### src/rtl/wdt_pkg.sv
// Package with register map, field positions and reset values of the watchdog
package wdt_pkg;
  // Register offsets
  localparam logic [7:0] OFS_RELOAD = 8'h00;
  localparam logic [7:0] OFS_CTRL = 8'h04;
  localparam logic [7:0] OFS_KICK = 8'h08;
  localparam logic [7:0] OFS_COUNT = 8'h0C;
  localparam logic [7:0] OFS_STATUS = 8'h10;
  localparam logic [7:0] OFS_IEN = 8'h14;
  // Control register fields
  localparam int CTL_EN_BIT = 0;
  localparam int CTL_HIB_BIT = 2;
  localparam int CTL_WEEK_BIT = 3;
  localparam int CTL_JTAG_BIT = 4;
  localparam int CTL_SEL_BIT = 9;
  // Status register fields
  localparam int STS_FLAG_BIT = 0;
  localparam int STS_LATCH_BIT = 1;
  localparam int STS_HIST_BIT = 2;
  // Interrupt enable field
  localparam int IEN_BIT = 0;
  // Widths and reset values
  localparam int CNT_W = 16;
  localparam logic [15:0] RELOAD_RST = 16'hFFFF;
  localparam logic [15:0] COUNT_RST = 16'hFFFF;
  // Slow clock periods per count step
  localparam int SLOW_PER_COUNT = 33;
  // Counter state
  typedef enum logic [1:0] {WDT_OFF, WDT_RUN, WDT_STALL} wdt_state_e;
endpackage

### src/rtl/wdt_tick_if.sv
// Interface carrying run, restart and tick between core and prescaler
`timescale 1ns/10ps
`default_nettype none
interface wdt_tick_if;
  logic run;     // Prescaler may advance
  logic restart; // Clear prescaler phase
  logic tick;    // One count step elapsed
  modport gen (input run, input restart, output tick);
  modport ctl (output run, output restart, input tick);
endinterface
`default_nettype wire

### src/rtl/wdt_top.sv
// Watchdog interval timer with register file and expiry event logic
// Summary of operation
// - Counter steps derive from the 32 kHz clock
// - Register accesses finish on host clock, no waits
// - No pins; only registers and event outputs
// - System reset restores every default value except the history bit
// - Kept bits use only the kept reset
// - Expiry pulse: interrupt if bit 9, else reset
// - Latched expiry stays until system reset
// - Load reload value, then set enable
// - Clearing enable stops and gates the counter
// - Missed reload underflows and raises the event
// - Reload on load write, kick or expiry
// - One count per 33 slow clock periods
// - Enabled stall inputs freeze the count
// - After stall counting resumes without reload
// - Reload field 16 bits, resets FFFFh, reloads
// - Six registers at 00h to 14h
// - Kick reads zero, works only when enabled
// - Count register read-only, resets FFFFh
// - Status bit 0 flag, write one clears
// - Interrupt enable bit 0
`timescale 1ns/10ps
`default_nettype none
module wdt_top (
  input wire logic clk_sys,
  input wire logic arst_n,
  input wire logic rst_keep_n,
  input wire logic slow_clk_in,
  input wire logic stall_jtag,
  input wire logic stall_week,
  input wire logic stall_hib,
  input wire logic [7:0] reg_addr,
  input wire logic reg_wr,
  input wire logic reg_rd,
  input wire logic [31:0] reg_wdata,
  output logic [31:0] reg_rdata,
  output logic expiry_event,
  output logic expiry_reset_req,
  output logic expiry_interrupt
);
  // Address match helper shared by all decodes
  function automatic logic hit(input logic [7:0] a, input logic [7:0] ofs);
    hit = (a == ofs);
  endfunction

  // Reset synchronisers, asynchronous assert and clocked release
  logic rst_meta_q;
  logic rst_n; // System reset used by the logic
  logic keep_meta_q;
  logic keep_n; // Reset that survives an expiry

  always_ff @(posedge clk_sys or negedge arst_n) begin
    if (!arst_n) begin
      rst_meta_q <= 1'b0;
      rst_n <= 1'b0;
    end else begin
      rst_meta_q <= 1'b1;
      rst_n <= rst_meta_q;
    end
  end

  always_ff @(posedge clk_sys or negedge rst_keep_n) begin
    if (!rst_keep_n) begin
      keep_meta_q <= 1'b0;
      keep_n <= 1'b0;
    end else begin
      keep_meta_q <= 1'b1;
      keep_n <= keep_meta_q;
    end
  end

  // Stall inputs come from other blocks, so they are synchronised
  logic [2:0] stall_meta_q;
  logic [2:0] stall_sync_q;

  always_ff @(posedge clk_sys or negedge rst_n) begin
    if (!rst_n) begin
      stall_meta_q <= 3'h0;
      stall_sync_q <= 3'h0;
    end else begin
      stall_meta_q <= {stall_jtag, stall_week, stall_hib};
      stall_sync_q <= stall_meta_q;
    end
  end

  // Software visible state
  logic [15:0] reload_q; // Reload value
  logic [15:0] count_q; // Running count
  logic en_q; // Timer enable
  logic [2:0] stall_en_q; // {jtag, week, hib} stall enables
  logic sel_q; // Expiry selects interrupt when set
  logic flag_q; // Interrupt flag, write one clears
  logic latch_q; // Expiry seen since system reset
  logic hist_q; // Expiry seen since kept reset
  logic ien_q; // Interrupt enable
  logic [31:0] rdata_q;
  logic event_q;
  logic rstreq_q;
  logic irq_q;
  wdt_pkg::wdt_state_e state_q;
  wdt_pkg::wdt_state_e state_d;

  wdt_tick_if tk ();

  // Prescaler on the sampled slow clock
  wdt_tick #(.DIV(wdt_pkg::SLOW_PER_COUNT)) u_tick (
    .clk(clk_sys),
    .rst_n(rst_n),
    .slow_clk(slow_clk_in),
    .tk(tk)
  );

  // Write decode
  wire wr_reload = reg_wr & hit(reg_addr, wdt_pkg::OFS_RELOAD);
  wire wr_ctl = reg_wr & hit(reg_addr, wdt_pkg::OFS_CTRL);
  wire wr_kick = reg_wr & hit(reg_addr, wdt_pkg::OFS_KICK);
  wire wr_sts = reg_wr & hit(reg_addr, wdt_pkg::OFS_STATUS);
  wire wr_ien = reg_wr & hit(reg_addr, wdt_pkg::OFS_IEN);

  // Enable and stall as they will stand after this cycle
  wire en_d = wr_ctl ? reg_wdata[wdt_pkg::CTL_EN_BIT] : en_q;
  wire [2:0] stall_en_d = wr_ctl ? {reg_wdata[wdt_pkg::CTL_JTAG_BIT],
    reg_wdata[wdt_pkg::CTL_WEEK_BIT], reg_wdata[wdt_pkg::CTL_HIB_BIT]} : stall_en_q;
  wire stall_any = |(stall_sync_q & stall_en_d);
  wire running = (state_q == wdt_pkg::WDT_RUN);

  // Reload sources
  wire kick_ok = wr_kick & en_q;
  wire underflow = running & tk.tick & (count_q == 16'h0000);
  wire reload_now = wr_reload | kick_ok | underflow;
  wire dec_now = running & tk.tick;
  wire int_mode = underflow & sel_q;

  // Flag next value: a new expiry beats a same-cycle clear
  wire flag_clr = wr_sts & reg_wdata[wdt_pkg::STS_FLAG_BIT];
  wire flag_d = (flag_q & ~flag_clr) | int_mode;
  wire hist_clr = wr_sts & reg_wdata[wdt_pkg::STS_HIST_BIT];

  // Prescaler runs only while counting; restarts on every reload
  assign tk.run = running & ~stall_any;
  assign tk.restart = reload_now;

  // State selection: disabled, stalled or counting
  always_comb begin
    state_d = state_q;
    case (state_q)
      wdt_pkg::WDT_OFF: begin
        if (en_d) begin
          state_d = stall_any ? wdt_pkg::WDT_STALL : wdt_pkg::WDT_RUN;
        end
      end
      wdt_pkg::WDT_RUN, wdt_pkg::WDT_STALL: begin
        if (!en_d) begin
          state_d = wdt_pkg::WDT_OFF;
        end else if (stall_any) begin
          state_d = wdt_pkg::WDT_STALL;
        end else begin
          state_d = wdt_pkg::WDT_RUN;
        end
      end
      default: state_d = wdt_pkg::WDT_OFF;
    endcase
  end

  // Read mux; kick, reserved bits and holes read zero
  wire [31:0] rd_ctl = {22'h000000, sel_q, 4'h0, stall_en_q, 1'b0, en_q};
  wire [31:0] rd_sts = {29'h00000000, hist_q, latch_q, flag_q};
  wire [31:0] rdata_d =
    hit(reg_addr, wdt_pkg::OFS_RELOAD) ? {16'h0000, reload_q} :
    hit(reg_addr, wdt_pkg::OFS_CTRL) ? rd_ctl :
    hit(reg_addr, wdt_pkg::OFS_COUNT) ? {16'h0000, count_q} :
    hit(reg_addr, wdt_pkg::OFS_STATUS) ? rd_sts :
    hit(reg_addr, wdt_pkg::OFS_IEN) ? {31'h00000000, ien_q} :
    32'h00000000;

  // Configuration registers
  always_ff @(posedge clk_sys or negedge rst_n) begin
    if (!rst_n) begin
      reload_q <= wdt_pkg::RELOAD_RST;
      en_q <= 1'b0;
      stall_en_q <= 3'h0;
      sel_q <= 1'b0;
      ien_q <= 1'b0;
    end else begin
      if (wr_reload) begin
        reload_q <= reg_wdata[15:0];
      end
      en_q <= en_d;
      stall_en_q <= stall_en_d;
      // Interrupt mode is used up by the expiry it served
      if (int_mode) begin
        sel_q <= 1'b0;
      end else if (wr_ctl) begin
        sel_q <= reg_wdata[wdt_pkg::CTL_SEL_BIT];
      end
      if (wr_ien) begin
        ien_q <= reg_wdata[wdt_pkg::IEN_BIT];
      end
    end
  end

  // Counter; a reload write loads the written value at once
  always_ff @(posedge clk_sys or negedge rst_n) begin
    if (!rst_n) begin
      count_q <= wdt_pkg::COUNT_RST;
      state_q <= wdt_pkg::WDT_OFF;
    end else begin
      state_q <= state_d;
      if (wr_reload) begin
        count_q <= reg_wdata[15:0];
      end else if (reload_now) begin
        count_q <= reload_q;
      end else if (dec_now) begin
        count_q <= count_q - 16'h0001;
      end
    end
  end

  // Status, event outputs and read data
  always_ff @(posedge clk_sys or negedge rst_n) begin
    if (!rst_n) begin
      flag_q <= 1'b0;
      latch_q <= 1'b0;
      event_q <= 1'b0;
      rstreq_q <= 1'b0;
      irq_q <= 1'b0;
      rdata_q <= 32'h00000000;
    end else begin
      flag_q <= flag_d;
      latch_q <= latch_q | underflow;
      event_q <= underflow;
      rstreq_q <= underflow & ~sel_q;
      irq_q <= flag_q & ien_q;
      if (reg_rd) begin
        rdata_q <= rdata_d;
      end
    end
  end

  // History bit lives on the reset that an expiry does not pull
  always_ff @(posedge clk_sys or negedge keep_n) begin
    if (!keep_n) begin
      hist_q <= 1'b0;
    end else begin
      hist_q <= (hist_q & ~hist_clr) | underflow;
    end
  end

  assign reg_rdata = rdata_q;
  assign expiry_event = event_q;
  assign expiry_reset_req = rstreq_q;
  assign expiry_interrupt = irq_q;
endmodule
`default_nettype wire

### src/rtl/wdt_tick.sv
// Prescaler: samples the 32 kHz clock and emits one tick per count step
`timescale 1ns/10ps
`default_nettype none
module wdt_tick #(
  parameter int DIV = wdt_pkg::SLOW_PER_COUNT
) (
  input wire logic clk,
  input wire logic rst_n,
  input wire logic slow_clk,
  wdt_tick_if.gen tk
);
  logic s1_q; // Synchroniser first stage
  logic s2_q; // Synchroniser second stage
  logic s3_q; // Previous synchronised level
  logic [5:0] div_q; // Slow edges seen in this step
  logic tick_q;
  wire rise = s2_q & ~s3_q; // Rising edge of the slow clock
  wire last = (div_q == 6'(DIV - 1));

  // Slow clock sampled as data; the gate of the whole counter chain
  always_ff @(posedge clk or negedge rst_n) begin
    if (!rst_n) begin
      s1_q <= 1'b0;
      s2_q <= 1'b0;
      s3_q <= 1'b0;
      div_q <= 6'h00;
      tick_q <= 1'b0;
    end else begin
      s1_q <= slow_clk;
      s2_q <= s1_q;
      s3_q <= s2_q;
      tick_q <= tk.run & rise & last & ~tk.restart;
      if (tk.restart) begin
        div_q <= 6'h00;
      end else if (tk.run && rise) begin
        div_q <= last ? 6'h00 : div_q + 6'h01;
      end
    end
  end
  assign tk.tick = tick_q;
endmodule
`default_nettype wire

### config.mk
export PLATFORM = sky130hd
export DESIGN_NAME = wdt_top
export DESIGN_NICKNAME = d
export VERILOG_FILES = /design/src/rtl/wdt_pkg.sv /design/src/rtl/wdt_tick_if.sv /design/src/rtl/wdt_top.sv /design/src/rtl/wdt_tick.sv
export SDC_FILE = /design/constraint.sdc
export NUM_CORES = 1
export LEC_CHECK = 0
export BUFFER_PORTS_ARGS = -buffer_cell sky130_fd_sc_hd__buf_4
export CAP_MARGIN = 20
export CORE_MARGIN = 3
export CORE_UTILIZATION = 55
export CTS_CLUSTER_DIAMETER = 30
export DETAILED_ROUTE_END_ITERATION = 16
export GPL_TIMING_DRIVEN = 1
export PLACE_DENSITY_LB_ADDON = 0.12
export SETUP_SLACK_MARGIN = 0.3
export SYNTH_ARGS = -nofsm -noshare
export SYNTH_HDL_FRONTEND = slang
export SYNTH_SLANG_ARGS = --single-unit
### constraint.sdc
create_clock -name clk_sys -period 2.8 [get_ports clk_sys]
set_input_delay 0.42 -clock clk_sys [delete_from_list [all_inputs] [get_ports clk_sys]]
set_output_delay 0.42 -clock clk_sys [all_outputs]
set_load 0.02 [all_outputs]
==> results.md <==
* Fraction of the yosys area taken by sequential cells at 0.505
* Sequential Area at 2090 um2
* Footprint of the multi-input gates at 1860 um2
* Final wirelength at 8760 um
* Clock power frac at 0.343
* Crit share post-route at 0.815
* Vias after detailed routing at 3,222
* Req. time, crit path at 3.11 ns
* Final setup vio count at 0
* CP Max Fanout at 10
* CP Launch Type: flip-flop
* Post-Synthesis Cells at 414
* Static leakage at 2.21 nW
* Largest net degree at the start of global routing at 78
* Peak supply drop at 0.382 mV
* I/O Pins at 84
* Post-detailed-route count of antenna-violating nets at 0
* Pint at 0.00187 W
* Mux share of post-synthesis cell area at 0.0239
* RSZ-0062 raised after global routing: no
* Fin. Hold Viols at 0
* Rows at 31
* TritonCTS buffer count at 9
* Switching pwr at 0.000762 W
* Clock Tree Root: clkbuf_8
* Fill cells at 617
* Initial Util at 0.568
* DRC errors left at 0
* CP Data Arrival Time at 2.59 ns
* Post-Place Cell Area at 4540 um2
* Worst-Skew Late Latency at 0.37 ns
* Max-slew violation count at 0
* CTS tree: yes
* I/O Buffers at 51
* Compound-Gate Fraction of Synth Area at 0.157
* Width of the die at 92.8 um
* Final Instance Count excl. Fillers at 570
* Measured slew at the worst slew-check pin at 0.941 ns
* Final HPWL from detailed placement at 6100 um
* Status: complete, no violations
* Post-Synth Adder-Cell Area at 0.0211
* TNS Setup at 0 ns
* Dpl cells at 551
* Antenna violations before repair at 0
* Total chip power at 0.00264 W
* Drt wl/cell at 15.4 um
* Synth Area in Simple Gates at 0.213
* Minimum clock period at 2.28 ns
* Netlist cell types at 58
* Commonest register cell after synthesis: dfrtp_1
* Layout Area Growth over Synthesis at 15.6%
* CTS sink count at 82
* Chip height at 92.8 um
* Die area at 8610 um2
* Number of flops mapped to enable cells by yosys at 0
* Worst Skew at 0.0125 ns
* Syn_area_per_cell at 10.0 um2
* Crit Path Category: flip-flop to flip-flop
* Vias in the first global route at 3,040
* Relative slew slack at 0.373
* Gate power share at 0.150
* Vias per cell at 5.65
* Hold WC Path Type: flip-flop to async pin
* Clk pin slew, worst setup/hold paths at 0.09 ns
* Xor/xnor cell area share of the yosys netlist at 0.0169
* FMAX at 438 MHz
* TritonRoute pass-1 iters at 5
* Async set-reset flop share out of synthesis at 1.00
* Core area at 7290 um2
* First-pass GRT wire length at 14,500 um
* Final instance area at 4790 um2
* Switching share of total power at 0.289
* Post-Syn Area at 4140 um2
* GRT overflow at 0
* MaxCap Viol Count at 0
* Resize count post-CTS at 0
* Combinational family with the most area after synthesis: simple AND/OR/NAND/NOR gates
* Ant. Diodes at 0
* CTS max path bufs at 2
* Tot GR Track Use at 0.216
* H-tree depth at 3
* Starting DRT DRC Count at 192
* Crit end category: flip-flop
* Layout cell share with drive strength beyond 1 at 0.278
* GPL Wtd Cong at 0.796
* PwrDens at 550 nW/um2
* Final net count at 522
* Warnings, synthesis at 0
* Number of synthesized register bits at 82
* Flop pwr share at 0.508
## final timing paths
kind                       depth (start not counted)        from               to  slack (ns)
max                                                5  count_q[5]       count_q[6]        0.52
min                                                0      keep_n           hist_q       0.006
max reg2reg                                        5  count_q[5]       count_q[6]        0.52
min reg2reg                                        0      keep_n           hist_q       0.006
max in group asynchronous                          1       rst_n     expiry_event        1.68
min in group clk_sys                               1  stall_week  stall_meta_q[1]        0.15
## cell type report
| cell class | count | area share |
|---|---|---|
| timing repair buffer | 61 | 0.0992 |
| inverter | 9 | 0.00705 |
| clock buffer | 9 | 0.0259 |
| multi-input combinational | 303 | 0.388 |
| clock inverter | 7 | 0.0175 |
| tap | 99 | 0.0259 |
| sequential | 82 | 0.437 |
## metal layers
metal | share of wire | wire (um) | track usage
met1 | 0.45 | 3920 | 0.285
met3 | 0.056 | 494 | 0.0422
met5 | 0 | 0 | 0
met4 | 0.033 | 291 | 0.112
met2 | 0.46 | 4050 | 0.338
## critical path, stage by stage, from the launching register on
cell and delay, ns:
dfstp_2 0.40, or4_1 0.69, o31a_1 0.49, and2_1 0.26, nand2_1 0.23, o21a_1 0.15
## logic make-up after synthesis
kind of cell    Yosys count
simple gates            166
mux                       9
fa+ha+maj                 7
compound gates           95
other cells               2
flops                    82
xor+xnor                  8
buf+inv                  45
## power by group through the flow
stage	Clock [W]	Combinational, W	Sequential (W)
2_1_floorplan	0	0.000261	0.00138
3_3_place_gp	0	0.000385	0.00135
3_5_place_dp	0	0.000392	0.00136
4_1_cts	0.000929	0.000398	0.00134
5_1_grt	0.000978	0.000450	0.00135
6_report	0.000903	0.000395	0.00134
## placed cells by master, fill, tap and decap left out, types with 6 or more instances in the layout
cell type | synthesis | routed
o21a_1 | 6 | 6
o21ai_0 | 10 | 10
nor2_1 | 39 | 39
a21oi_1 | 28 | 28
nor4_1 | 8 | 8
clkbuf_8 | 0 | 9
ha_1 | 7 | 7
a22oi_1 | 14 | 14
dfrtp_1 | 50 | 49
conb_1 | 2 | 18
nand3_1 | 23 | 23
dfstp_2 | 32 | 32
buf_4 | 16 | 58
o211ai_1 | 10 | 10
inv_1 | 9 | 9
nand2_1 | 55 | 55
## Yosys cell counts (3+ instances only)
master | instances | share of area
mux2i_1 | 5 | 0.012
and2_1 | 4 | 0.0060
a222oi_1 | 5 | 0.012
nor2_1 | 39 | 0.035
o211ai_1 | 10 | 0.018
a21oi_1 | 28 | 0.034
a31oi_1 | 3 | 0.0045
xnor2_1 | 4 | 0.0085
and3_1 | 3 | 0.0045
buf_4 | 16 | 0.029
o21ai_0 | 10 | 0.012
a22oi_1 | 14 | 0.025
and3_2 | 3 | 0.0054
nor4_1 | 8 | 0.012
dfrtp_1 | 50 | 0.30
buf_6 | 3 | 0.0082
or3_1 | 3 | 0.0045
xor2_1 | 4 | 0.0085
o31ai_1 | 3 | 0.0054
nand4_1 | 4 | 0.0060
nor3_1 | 3 | 0.0036
ha_1 | 7 | 0.021
dfstp_2 | 32 | 0.20
mux2_2 | 3 | 0.0082
nand2_1 | 55 | 0.050
nand3_1 | 23 | 0.028
clkbuf_1 | 13 | 0.012
buf_2 | 3 | 0.0036
o21a_1 | 6 | 0.011
or4_1 | 3 | 0.0054
inv_1 | 9 | 0.0082
## repair_timing
action / 4_1_cts / 5_1_grt
hold buffers: 2 / 0
endpoints found under the hold margin: 4 / 0
endpoints found under the setup margin: 0 / 1
setup buffers: 0 / 1
## stage by stage
stage / setup slack [ns] / hold slack (ns) / utilization
after floorplan: 0.493 / -0.00566 / -
after global placement: 0.450 / -0.00206 / 0.623
after detailed placement: 0.441 / -0.000472 / 0.623
after CTS: 0.475 / 0.00857 / 0.654
after global routing: 0.367 / 0.0101 / 0.657
final: 0.518 / 0.00577 / 0.657
## flip-flops by register name (all words and copies together), names as in the netlist, 2 cells and up
signal and cells:
stall_meta_q 3, stall_en_q 3, state_q 2, reg_rdata 16
stall_sync_q 3, reload_q 16, count_q 16, u_tick.div_q 6
(Power assumes the default switching activity.)
